### src/design/tsi_cfg.svh
// Constants of the three-source interrupt unit: register indices, field
// positions, reset values and encodings.
// Assumes inclusion by bare name from the package and the design module.
`ifndef TSI_CFG_SVH
`define TSI_CFG_SVH

// Register indices; the APB byte address is four times the index.
`define TSI_IDX_EDGE     8'hBF
`define TSI_IDX_FLAGS    8'hC8
`define TSI_IDX_ENABLE   8'hC9
`define TSI_IDX_STACK    8'hDF
`define TSI_ADDR_W       12

// Field positions; bits 0, 4 and 5 are shared by the flag and enable registers.
`define TSI_BIT_PIN      0
`define TSI_BIT_TMR      4
`define TSI_BIT_TC       5
`define TSI_BIT_GIE      7
`define TSI_EDGE_LO      3
`define TSI_EDGE_HI      4
`define TSI_STACK_HI     1
`define TSI_STACK_LO     0

// Reset values.
`define TSI_EDGE_RST     2'h2
`define TSI_STACK_RST    2'h3
`define TSI_BYTE_ZERO    8'h00
`define TSI_WORD_ZERO    32'h00000000

// Pin trigger encodings.
`define TSI_EDGE_NONE    2'h0
`define TSI_EDGE_RISE    2'h1
`define TSI_EDGE_FALL    2'h2
`define TSI_EDGE_BOTH    2'h3

// Shared vector address, the reset-cause bits kept out of the save and the stack step.
`define TSI_VECTOR       8'h08
`define TSI_RCAUSE_MASK  8'hC0
`define TSI_STACK_STEP   2'h1

`endif

### src/design/tsi_pkg.sv
// Types of the three-source interrupt unit.
// Assumes tsi_cfg.svh is on the include path.
`include "tsi_cfg.svh"

package tsi_pkg;

    // Service state of the unit.
    typedef enum logic {
        TSI_IDLE,
        TSI_SERVICE
    } tsi_state_t;

    // Whole state of the unit, registered in one process.
    typedef struct packed {
        tsi_state_t  state;
        logic [1:0]  edge_sel;
        logic        pin_flag;
        logic        tmr_flag;
        logic        tc_flag;
        logic        pin_en;
        logic        tmr_en;
        logic        tc_en;
        logic        global_irq_enable;
        logic [1:0]  stack;
        logic        pin_prev;
        logic        wake_latch;
        logic [7:0]  save_acc;
        logic [7:0]  save_flags;
        logic [7:0]  acc;
        logic [7:0]  flags;
        logic        pop_valid;
        logic        pc_load;
        logic [31:0] rdata;
    } tsi_regs_t;

endpackage

### src/design/tsi_top.sv
// Three-source interrupt unit of an 8-bit controller: flags, enables,
// global enable, pin edge detect, wake latch and one-level context save.
// Assumes a synchronous APB master, a core that acknowledges vectoring and
// event inputs that are synchronous one-cycle pulses or levels.
//
// Notes on behaviour
// - Per-source enable bit gates vectoring.
// - Taking interrupt steps stack, loads vector 8.
// - Service state ends only on return.
// - Enables at bits 0, 4, 5, reset zero.
// - Flags set by events, cleared by software.
// - Flags at bits 0, 4, 5, reset zero.
// - Global enable bit 7 required for service.
// - Entry clears global enable, return sets it.
// - Save/restore accumulator and flags, skip reset causes.
// - Pin edge sets flag regardless of enable.
// - Enabled pin edge vectors to address 8.
// - Power-down pin edge latched, serviced first; unit only flags it on service_first_out, no priority.
// - Edge field 4:3, reset falling edge.
// - Timer overflow sets flag regardless of enable.
// - Timer vectors only when enabled.
// - Counter overflow sets flag regardless of enable.
// - Counter flag and enable together vector.
`timescale 1ns/1ps
`include "tsi_cfg.svh"

module tsi_top (
    input  wire logic        clk_in,         // System clock, 10 MHz.
    input  wire logic        nrst_in,        // Asynchronous reset, low.
    input  wire logic        psel_in,        // APB select.
    input  wire logic        penable_in,     // APB access phase.
    input  wire logic        pwrite_in,      // APB direction, high write.
    input  wire logic [11:0] paddr_in,       // APB byte address.
    input  wire logic [31:0] pwdata_in,      // APB write data.
    output logic      [31:0] prdata_out,     // APB read data.
    output logic             pready_out,     // APB ready, no wait.
    output logic             pslverr_out,    // APB error, unmapped.
    input  wire logic        pin_in,         // External interrupt pin.
    input  wire logic        timer_ovf_in,   // Timer overflow pulse.
    input  wire logic        tc_ovf_in,      // Timer/counter overflow.
    input  wire logic        powerdown_in,   // Core in power-down mode.
    output logic             irq_req_out,    // Vectoring request.
    input  wire logic        take_in,        // Core takes the request.
    input  wire logic        ret_in,         // Return from service.
    output logic             pc_load_out,    // Load vector, one pulse.
    output logic      [7:0]  vector_out,     // Vector address.
    output logic             in_service_out, // Service state.
    output logic             service_first_out, // Wake edge pending.
    input  wire logic        push_in,        // Save context.
    input  wire logic        pop_in,         // Restore context.
    input  wire logic [7:0]  acc_in,         // Accumulator to save.
    input  wire logic [7:0]  flags_in,       // Program flags now.
    output logic      [7:0]  acc_out,        // Restored accumulator.
    output logic      [7:0]  flags_out,      // Restored program flags.
    output logic             pop_valid_out   // Restored values valid.
);

    // ------------------------------------------------------------------
    // State and decode
    // ------------------------------------------------------------------
    tsi_pkg::tsi_regs_t st;
    tsi_pkg::tsi_regs_t next_st;

    logic       hit_edge;
    logic       hit_flags;
    logic       hit_enable;
    logic       hit_stack;
    logic       hit_any;

    logic       setup_ph;
    logic       wr_acc;

    logic       pin_rise;
    logic       pin_fall;
    logic       pin_event;

    logic       take_ok;
    logic       ret_ok;

    logic [7:0] flag_byte;
    logic [7:0] enable_byte;
    logic [7:0] edge_byte;
    logic [7:0] stack_byte;

    // Each register owns one aligned word at four times its index.
    // Unmapped words read zero and take no write.
    assign hit_edge   = paddr_in == {2'h0, `TSI_IDX_EDGE, 2'h0};
    assign hit_flags  = paddr_in == {2'h0, `TSI_IDX_FLAGS, 2'h0};
    assign hit_enable = paddr_in == {2'h0, `TSI_IDX_ENABLE, 2'h0};
    assign hit_stack  = paddr_in == {2'h0, `TSI_IDX_STACK, 2'h0};
    assign hit_any    = hit_edge | hit_flags | hit_enable | hit_stack;
    assign setup_ph   = psel_in & ~penable_in;
    assign wr_acc     = psel_in & penable_in & pwrite_in & hit_any;

    // ------------------------------------------------------------------
    // Pin edge qualification
    // ------------------------------------------------------------------
    // The reserved code triggers nothing, so a bad setting stays quiet.
    // The prior sample resets low, as an idle pin does.
    assign pin_rise  = pin_in & ~st.pin_prev;
    assign pin_fall  = ~pin_in & st.pin_prev;
    always_comb begin
        case (st.edge_sel)
            `TSI_EDGE_RISE: pin_event = pin_rise;
            `TSI_EDGE_FALL: pin_event = pin_fall;
            `TSI_EDGE_BOTH: pin_event = pin_rise | pin_fall;
            default:        pin_event = 1'b0;
        endcase
    end

    // ------------------------------------------------------------------
    // Vectoring request
    // ------------------------------------------------------------------
    // No hardware priority: software sorts sources out in the handler.
    // A level, so a slow core loses nothing.
    assign irq_req_out = st.global_irq_enable & (st.state == tsi_pkg::TSI_IDLE)
        & ((st.pin_flag & st.pin_en)
         | (st.tmr_flag & st.tmr_en)
         | (st.tc_flag & st.tc_en));
    assign take_ok = take_in & irq_req_out;
    assign ret_ok  = ret_in & (st.state == tsi_pkg::TSI_SERVICE);

    // Read images of the four registers; reserved bits read zero.
    always_comb begin
        flag_byte                  = `TSI_BYTE_ZERO;
        flag_byte[`TSI_BIT_PIN]    = st.pin_flag;
        flag_byte[`TSI_BIT_TMR]    = st.tmr_flag;
        flag_byte[`TSI_BIT_TC]     = st.tc_flag;
        enable_byte                = `TSI_BYTE_ZERO;
        enable_byte[`TSI_BIT_PIN]  = st.pin_en;
        enable_byte[`TSI_BIT_TMR]  = st.tmr_en;
        enable_byte[`TSI_BIT_TC]   = st.tc_en;
        edge_byte                  = `TSI_BYTE_ZERO;
        edge_byte[`TSI_EDGE_HI:`TSI_EDGE_LO] = st.edge_sel;
        stack_byte                 = `TSI_BYTE_ZERO;
        stack_byte[`TSI_BIT_GIE]   = st.global_irq_enable;
        stack_byte[`TSI_STACK_HI:`TSI_STACK_LO] = st.stack;
    end

    // ------------------------------------------------------------------
    // Next state
    // ------------------------------------------------------------------
    always_comb begin
        next_st           = st;
        next_st.pin_prev  = pin_in;
        next_st.pop_valid = 1'b0;
        next_st.pc_load   = 1'b0;

        // Read data is caught in the setup phase so it comes from a flop.
        // A write at an access edge shows on the next read.
        if (setup_ph) begin
            next_st.rdata = `TSI_WORD_ZERO;
            if (hit_edge)   next_st.rdata[7:0] = edge_byte;
            if (hit_flags)  next_st.rdata[7:0] = flag_byte;
            if (hit_enable) next_st.rdata[7:0] = enable_byte;
            if (hit_stack)  next_st.rdata[7:0] = stack_byte;
        end

        // Software writes land at the access edge.
        if (wr_acc && hit_edge) begin
            next_st.edge_sel = pwdata_in[`TSI_EDGE_HI:`TSI_EDGE_LO];
        end

        if (wr_acc && hit_flags) begin
            next_st.pin_flag = pwdata_in[`TSI_BIT_PIN];
            next_st.tmr_flag = pwdata_in[`TSI_BIT_TMR];
            next_st.tc_flag  = pwdata_in[`TSI_BIT_TC];
        end

        if (wr_acc && hit_enable) begin
            next_st.pin_en   = pwdata_in[`TSI_BIT_PIN];
            next_st.tmr_en   = pwdata_in[`TSI_BIT_TMR];
            next_st.tc_en    = pwdata_in[`TSI_BIT_TC];
        end

        if (wr_acc && hit_stack) begin
            next_st.global_irq_enable   = pwdata_in[`TSI_BIT_GIE];
            next_st.stack = pwdata_in[`TSI_STACK_HI:`TSI_STACK_LO];
        end

        // Events come after the write so a set beats a clear.
        if (pin_event) next_st.pin_flag = 1'b1;
        if (timer_ovf_in) next_st.tmr_flag = 1'b1;
        if (tc_ovf_in) next_st.tc_flag = 1'b1;

        // Entry and exit of service win over a same-cycle write.
        // The stack field counts down on entry.
        case (st.state)
            tsi_pkg::TSI_IDLE: begin
                if (take_ok) begin
                    next_st.state      = tsi_pkg::TSI_SERVICE;
                    next_st.global_irq_enable        = 1'b0;
                    next_st.stack      = st.stack - `TSI_STACK_STEP;
                    next_st.pc_load    = 1'b1;
                    next_st.wake_latch = 1'b0;
                end
            end
            tsi_pkg::TSI_SERVICE: begin
                if (ret_ok) begin
                    next_st.state = tsi_pkg::TSI_IDLE;
                    next_st.global_irq_enable   = 1'b1;
                    next_st.stack = st.stack + `TSI_STACK_STEP;
                end
            end
            default: next_st.state = tsi_pkg::TSI_IDLE;
        endcase

        // A wake edge is held until the core enters service. It is set
        // after the take, so an edge in that very cycle is kept for the
        // next entry instead of being lost.
        if (powerdown_in && pin_event) next_st.wake_latch = 1'b1;

        // One-level buffer; the reset-cause bits are never saved.
        // Push wins if the core asks for both at once.
        if (push_in) begin
            next_st.save_acc   = acc_in;
            next_st.save_flags = flags_in & ~`TSI_RCAUSE_MASK;
        end else if (pop_in) begin
            next_st.acc       = st.save_acc;
            next_st.flags     = st.save_flags | (flags_in & `TSI_RCAUSE_MASK);
            next_st.pop_valid = 1'b1;
        end
    end

    // ------------------------------------------------------------------
    // State register
    // ------------------------------------------------------------------
    // Reset loads constants only.
    always_ff @(posedge clk_in or negedge nrst_in) begin
        if (!nrst_in) begin
            st            <= '0;
            st.state      <= tsi_pkg::TSI_IDLE;
            st.edge_sel   <= `TSI_EDGE_RST;
            st.stack      <= `TSI_STACK_RST;
        end else begin
            st <= next_st;
        end
    end

    // ------------------------------------------------------------------
    // Outputs
    // ------------------------------------------------------------------
    // Zero-wait slave: the setup phase has already fetched the data.
    // Every source shares the one fixed vector.
    assign pready_out        = 1'b1;
    assign pslverr_out       = psel_in & penable_in & ~hit_any;
    assign prdata_out        = st.rdata;
    assign pc_load_out       = st.pc_load;
    assign vector_out        = `TSI_VECTOR;
    assign in_service_out    = st.state == tsi_pkg::TSI_SERVICE;
    assign service_first_out = st.wake_latch;
    assign acc_out           = st.acc;
    assign flags_out         = st.flags;
    assign pop_valid_out     = st.pop_valid;
endmodule // tsi_top

### config.mk
export PLATFORM = sky130hd
export DESIGN_NAME = tsi_top
export DESIGN_NICKNAME = d
export VERILOG_FILES = /design/src/design/tsi_pkg.sv /design/src/design/tsi_top.sv
export VERILOG_INCLUDE_DIRS = /design/src /design/src/design
export SDC_FILE = /design/constraint.sdc
export NUM_CORES = 1
export LEC_CHECK = 0
export BUFFER_PORTS_ARGS = -buffer_cell sky130_fd_sc_hd__buf_2
export CORE_ASPECT_RATIO = 1.2
export CORE_MARGIN = 4
export CORE_UTILIZATION = 45
export CTS_CLUSTER_DIAMETER = 80
export DETAILED_ROUTE_END_ITERATION = 8
export PLACE_DENSITY_LB_ADDON = 0.15
export SETUP_SLACK_MARGIN = 0.4
export SYNTH_ARGS = -nofsm -noshare
export SYNTH_HDL_FRONTEND = slang
export SYNTH_SLANG_ARGS = --single-unit
export TNS_END_PERCENT = 1
### constraint.sdc
create_clock -name clk_in -period 2.5 [get_ports clk_in]
set_clock_uncertainty 0.05 [all_clocks]
set_input_delay 0.25 -clock clk_in [delete_from_list [all_inputs] [get_ports clk_in]]
set_output_delay 0.25 -clock clk_in [all_outputs]
set_load 0.05 [all_outputs]
==> out/metrics.yaml, run 1 <==
finalCriticalPeriod_ns: 2.04
via_per_inst: 4.55
ys_seq_area_share_pct: 47.7
outcome: "finished, final reports clean"
drv_cap: 0
hpwlAfterDp_mm: 3.80
rsz0062_at_grt: "yes"
cts_tree: "built"
yosys.cell_types.count: 40
place.gp.congestion: 0.768
rr_worst_depth: 6
final_max_slew_viol_count: 0
arrival_ns: 2.20
insertion_delay_ns: 0.29
cp_slowest_stage_delay_ns: 0.47
crit_slowest_cell: "or4_1"
grt_pass1_wl_mm: 7.82
final_cell_mix: "buf_2 (74), dfrtp_1 (49), mux2_2 (35), conb_1 (35), nand2_1 (18)"
drt_first_iter_violations: 55
clock-sinks: 52
fp-row-count: 30
htreeDepth: 2
wl_per_cell_um: 12.9
p_per_area_nw_per_um2: 647
power_leakage_nw: 1.48
ant_nets: 0
avgSynthCellArea_um2: 11.2
reg2reg_setup_slack_ns: 0.46
layout_setup_ws_ns: 0.463
initial_core_util_pct: 47.3
post-route-period-util_pct: 81.5
dr.pass1.iters: 4
min_from: "pin_in"
criticalPathCategory: "flop to flop"
die_y_um: 93.4
end_kind: "flop"
vias: 1751
root_buffer: "clkbuf_8"
core-area_um2: 5780
drc_errors: 0
cts_buffer_depth: 2
worstPathRequired_ns: 2.67
r2r_end: "st[69]"
place_ws_ns: 0.264
crit_path_start: "enable_byte[0]"
relSlewSlack_pct: 54.1
fin_nets: 379
port_buffers: 74
hold_viol: 0
setup_violations: 0
crit-reg2reg-launch: "enable_byte[0]"
synthesis.area_um2: 2740
peakVddDrop_mv: 0.249
area_growth_pct: 11.6
worst_slew_pin_slew_ns: 0.689
layout_commonest_cell: "buf_2"
routed_wl_mm: 4.97
drive_gt1_share_pct: 43.9
grt_antenna_before_repair: 0
grt_max_degree: 33
design.portCount: 136
crit_chain: "a222oi_1 > nand4bb_1 > inv_2 > nor4b_2 > nor3_1 > or4_1"
path_clk_slew_ns: 0.09
grtUsageTotal_pct: 13.4
hold_path.class: "input pin to flop"
numCtsBuffers: 5
crit_fanout: 3
yosys_register_bits: 52
antennaDiodeCount: 0
grt_pass1_vias: 1672
endpoint: "st[69]"
die-area_um2: 7390
overflow: 0
fmax_mhz: 491
netlist_instances: 244
finalSetupTns_ns: 0
critPathLaunchType: "flop"
die_x_um: 79.2
ys.warnings.count: 0
[synthesized netlist by cell type, drive strengths merged]
cell / count / area, um^2
nor2: 5 / 18.8
a2bb2oi: 1 / 8.76
o21a: 1 / 7.51
or4: 2 / 15.0
nand3: 4 / 20.0
dfstp: 3 / 78.8
a22o: 1 / 8.76
mux2i: 3 / 30.0
a21oi: 3 / 15.0
o31ai: 1 / 7.51
nand2b: 3 / 18.8
nand4bb: 3 / 33.8
nor3b: 4 / 30.0
inv: 6 / 22.5
nand4: 1 / 6.26
conb: 2 / 7.51
xor2: 1 / 8.76
a211o: 3 / 26.3
nand4b: 1 / 8.76
o21ai: 7 / 35.0
dfrtp: 49 / 1230
nand3b: 1 / 7.51
or3b: 1 / 11.3
o41ai: 1 / 8.76
clkbuf: 4 / 15.0
nor2b: 4 / 25.0
a31oi: 2 / 12.5
ha: 2 / 25.0
nand2: 18 / 67.6
a221oi: 1 / 15.0
buf: 61 / 445
nor4: 2 / 12.5
nor3: 4 / 20.0
nor4b: 2 / 23.8
mux2: 35 / 394
a222oi: 1 / 10.0
o211ai: 1 / 7.51
[how the worst min path moves through the flow]
stage	slack (ns)	cells past startpoint	end
finish	0.04	1	st[67]
global route	0.04	1	st[67]
CTS	0.03	1	st[67]
detailed placement	0.30	1	st[64]
global placement	0.30	1	acc_out[6]
floorplan	-0.1	0	acc_out[0]
[registers in the layout, summed over array words and instances, names as in the netlist]
register / flops
st: 18
acc_out: 8
flags_out: 8
prdata_out: 6
enable_byte: 3
flag_byte: 3
edge_byte: 2
in_service_out: 1
pc_load_out: 1
pop_valid_out: 1
service_first_out: 1
[worst max-delay path, delay by kind of cell, from the launching register on]
kind | cells | cell delay, ns
and+or+nand+nor | 4 | 1.01
DFF | 1 | 0.40
buffers and inverters | 1 | 0.07
AOI/OAI and AO/OA | 1 | 0.43
[layout make-up]
type | count | area (um^2)
Fill cell | 584 | 2730
Sequential cell | 52 | 1310
Multi-Input combinational cell | 154 | 1070
Timing Repair Buffer | 85 | 455
Tap cell | 80 | 100
Clock buffer | 7 | 86.3
Inverter | 6 | 22.5
Clock inverter | 1 | 7.51
[per-stage QoR]
| stage | area (um^2) | hold slack [ns] | power (mW) | std cells | util, % |
|---|---|---|---|---|---|
| floorplan | 2870 | -0.0956 | 1.49 | 277 | - |
| global placement | 2920 | 0.295 | 1.50 | 372 | 50.5 |
| detailed placement | 2920 | 0.296 | 1.51 | 372 | 50.5 |
| CTS | 3030 | 0.0284 | 2.01 | 382 | 52.4 |
| global route | 3050 | 0.0402 | 2.08 | 385 | 52.8 |
| finish | 3050 | 0.0416 | 1.97 | 385 | 52.8 |
[repair_timing]
item,CTS,global route
gates resized for setup,0,1
setup endpoints to repair,1,2
pin swaps,1,3
hold endpoints to repair,28,0
buffers inserted,1,3
hold buffers,1,0
[power by group]
| part | leakage [nW] | internal, mW | total (mW) | switching, mW |
|---|---|---|---|---|
| registers | 0.633 | 0.919 | 0.958 | 0.0387 |
| clock network | 0.0445 | 0.225 | 0.486 | 0.260 |
| logic | 0.803 | 0.137 | 0.530 | 0.393 |
| total | 1.48 | 1.28 | 1.97 | 0.692 |
[layer usage]
metal | vias to the layer above | GRT usage (%) | wire [um]
li1 | 867 | - | -
met1 | 820 | 15.5 | 2080
met2 | 60 | 24.2 | 2520
met3 | 4 | 3.28 | 320
met4 | 0 | 3.87 | 41
met5 | - | 0 | 0
[cell families after synthesis]
kind of cell | count (synthesis) | synth area share, %
xor gates and xnor gates | 1 | 0.320
DFF | 52 | 47.7
and+or+nand+nor | 55 | 11.7
adders and majority gates | 2 | 0.915
buffers and inverters | 71 | 17.7
other | 2 | 0.275
AOI/OAI and AO/OA | 23 | 5.95
muxes | 38 | 15.5
Note: power is estimated with default switching activity, not from simulation.
==> run 2, diff against run 1 <==
- ABC_AREA: not set -> 1
- clock period: 2.5 -> 2.1 ns (I/O delays scaled with it)
==> run 2 against run 1 <==
  * Utilization is 1.1 points lower
  * Critical path type is now flop to primary output
  * Largest cell class unchanged
  * Synthesized area is 5.8% higher
  * Die area is 5.2% higher
  * Synthesized cell count is 49% higher
  * First-iteration DRC count is 5.5% lower
  * Critical endpoint is now irq_req_out
==> out/metrics.yaml, run 2 <==
holdWs_ns: 0.0223  # was 0.0416 ns
die-area_um2: 7780  # was 7390 um^2
finalSetupTns_ns: 0  # unchanged
hpwlAfterDp_mm: 4.24  # was 3.80 mm
holdPathStages: 2  # was 1
avgSynthCellArea_um2: 7.95  # was 11.2 um^2
grt_max_degree: 53  # was 33
yosys.cell_types.count: 26  # was 40
setup_violations: 0  # unchanged
crit_chain: "nand2_1 > nand3_1 > nand2_1 > inv_1 > buf_2"  # was a222oi_1 > nand4bb_1 > inv_2 > nor4b_2 > nor3_1 > or4_1
min_from: "push_in"  # was pin_in
synth_fa_ha_area_share_pct: 0.865  # was 0.915%
path_clk_slew_ns: 0.10  # was 0.09 ns
drive_gt1_share_pct: 26.4  # was 43.9%
synth_top_family_by_area: "simple AND/OR/NAND/NOR gates"  # was buffers and inverters
rr_worst_depth: 4  # was 6
fin_nets: 494  # was 379
synth_largest_area_cell: "dfrtp_1"  # unchanged
final_max_slew_viol_count: 0  # unchanged
finalCriticalPeriod_ns: 1.51
initial_core_util_pct: 47.2  # was 47.3%
ys.warnings.count: 0  # unchanged
ys_seq_area_share_pct: 45.1  # was 47.7%
die_y_um: 95.8  # was 93.4 um
drv_cap: 0  # unchanged
switchingPower_mw: 1.12  # was 0.692 mW
internal_power_mw: 1.58  # was 1.28 mW
routed_wl_mm: 5.53  # was 4.97 mm
design.portCount: 136  # unchanged
antennaDiodeCount: 0  # unchanged
outcome: "finished, final reports clean"  # unchanged
nFillCells: 651  # was 584
cp_slowest_stage_delay_ns: 0.39  # was 0.47 ns
path_delay_family: "flip-flops"  # was simple AND/OR/NAND/NOR gates
via_per_inst: 4.27  # was 4.55
peakVddDrop_mv: 0.534  # was 0.249 mV
netlist_instances: 364  # was 244
synth_most_common_cell: "nand2_1"  # was buf_4
hold_path.class: "input pin to flop"  # unchanged
cts_tree: "built"  # unchanged
synth_edf_count: 0  # unchanged
place_inst: 492  # was 372
arrival_ns: 1.25  # was 2.20 ns
synthesis.area_um2: 2890  # was 2740 um^2
ant_nets: 0  # unchanged
crit_path_start: "enable_byte[0]"  # unchanged
yosys_register_bits: 52  # unchanged
grt_antenna_before_repair: 0  # unchanged
netlist.area_leader.share_pct: 42.4  # was 44.8%
port_buffers: 74  # unchanged
synth_commonest_cells: "nand2_1 (93), buf_4 (57), inv_1 (50)"  # was buf_4 (57), dfrtp_1 (49), mux2_2 (35)
core-area_um2: 6130  # was 5780 um^2
synthFlopType: "dfrtp_1"  # unchanged
crit_slowest_cell: "dfrtp_1"  # was or4_1
synth_mux_area_share_pct: 0  # was 15.5%
combPwrFrac_pct: 32.3  # was 26.9%
wl_per_cell_um: 11.0  # was 12.9 um
min_to: "pop_valid_out"  # was st[67]
criticalPathCategory: "flop to primary output"  # was flop to flop
p_per_area_nw_per_um2: 855  # was 647 nW/um^2
relSlewSlack_pct: 48.4  # was 54.1%
stdcell_count: 502  # was 385
crit_fanout: 3  # unchanged
htreeDepth: 2  # unchanged
vias: 2144  # was 1751
yosys.area_share.simple_pct: 23.4  # was 11.7%
cp_num_buf_inv: 2  # was 1
crit_top_cell: "nand2_1"
largest_reg_flops: 18  # unchanged
fmax_mhz: 664
drc_errors: 0  # unchanged
synth_compound_area_share_pct: 7.27  # was 5.95%
area_growth_pct: 9.52  # was 11.6%
die_x_um: 81.2  # was 79.2 um
overflow: 0  # unchanged
place.gp.congestion: 0.814  # was 0.768
synthXorXnorAreaFrac_pct: 0.303  # was 0.320%
final_cell_mix: "nand2_1 (93), buf_2 (74), inv_1 (50), dfrtp_1 (49), conb_1 (35)"  # was buf_2 (74), dfrtp_1 (49), mux2_2 (35), conb_1 (35), nand2_1 (18)
drt_first_iter_violations: 52  # was 55
r2r_end: "service_first_out"  # was st[69]
dr.pass1.iters: 4  # unchanged
power_leakage_nw: 1.80  # was 1.48 nW
worst_slew_pin_slew_ns: 0.772  # was 0.689 ns
worstPathRequired_ns: 1.84  # was 2.67 ns
numCtsBuffers: 5  # unchanged
p_sw_share_pct: 41.5  # was 35.1%
rsz0062_at_grt: "no"  # was yes
layout_commonest_cell: "nand2_1"  # was buf_2
grt_pass1_vias: 2022  # was 1672
cts_buffer_depth: 2  # unchanged
hold_viol: 0  # unchanged
post-route-period-util_pct: 71.7
synthArstFlopShare_pct: 100  # unchanged
grt_pass1_wl_mm: 9.00  # was 7.82 mm
clock-sinks: 52  # unchanged
insertion_delay_ns: 0.31  # was 0.29 ns
p_seq_share_pct: 45.0  # was 48.5%
clockPowerShare_pct: 22.7  # was 24.6%
fp-row-count: 31  # was 30
root_buffer: "clkbuf_8"  # unchanged
regMostFlops: "st"  # unchanged
critPathLaunchType: "flop"  # unchanged
crit-reg2reg-launch: "st[67]"  # was enable_byte[0]
end_kind: "primary output"  # was flop
ys_top_cells_by_area: "dfrtp_1 (42%), buf_4 (15%), nand2_1 (12%)"  # was dfrtp_1 (45%), buf_4 (16%), mux2_2 (14%)
reg2reg_setup_slack_ns: 0.85  # was 0.46 ns
grtUsageTotal_pct: 14.9  # was 13.4%
[run 2: cell count changes in the layout (fill, tap and decap cells not counted), sizes merged, moves of 8 or more]
cell	before	now
inv	6	55
nand3	4	16
mux2	35	0
buf	84	76
nand2	18	100
o21ai	7	40
nor2	5	25
[run 2: metrics by stage]
stage | power [mW] | util, % | setup slack (ns) | cell area [um^2]
after floorplan | 2.01 | - | 0.519 | 3020
after global placement | 2.10 | 49.8 | 0.676 | 3050
after detailed placement | 2.12 | 49.8 | 0.660 | 3050
after CTS | 2.74 | 51.7 | 0.568 | 3170
after global routing | 2.86 | 51.7 | 0.467 | 3170
final | 2.71 | 51.7 | 0.594 | 3170
[run 2: kinds of logic after synthesis]
family / Yosys count
xor gates and xnor gates: 1
DFF: 52
adders and majority gates: 2
buffers and inverters: 118
AOI/OAI and AO/OA: 42
and+or+nand+nor: 147
other: 2
[run 2: layout make-up]
class	count	area (um^2)	area share, %
well taps	82	103	3.24
inverters	55	206	6.52
clock inverters	3	27.5	0.869
repair buffers	78	405	12.8
clock buffers	5	68.8	2.17
multi-input cells	227	1050	33.2
flip-flops and latches	52	1310	41.2
[run 2: what timing repair did]
item,CTS,global route
gates resized for setup,0,0
hold endpoints to repair,49,0
hold buffers,2,0
buffers inserted,0,0
[run 2: worst max path at each step]
stage	end	slack, ns	depth (start not counted)
2_1_floorplan	pslverr_out	0.52	7
3_3_place_gp	pslverr_out	0.68	9
3_5_place_dp	pslverr_out	0.66	9
4_1_cts	irq_req_out	0.57	5
5_1_grt	pslverr_out	0.47	9
6_report	irq_req_out	0.59	5
[run 2: routing by layer]
metal  part of all wire [%]  wire (um)  GRT usage [%]
met2                     50       2770           25.8
met3                    7.1        393           3.93
met4                    1.7         92           4.79
met5                      0          0              0
met1                     41       2270           17.8
[run 2: power groups by stage]
stage | logic [mW] | registers, mW | clock network (mW)
2_1_floorplan | 0.707 | 1.31 | 0
3_3_place_gp | 0.867 | 1.24 | 0
3_5_place_dp | 0.881 | 1.24 | 0
4_1_cts | 0.885 | 1.22 | 0.635
5_1_grt | 0.956 | 1.24 | 0.671
6_report | 0.875 | 1.22 | 0.614
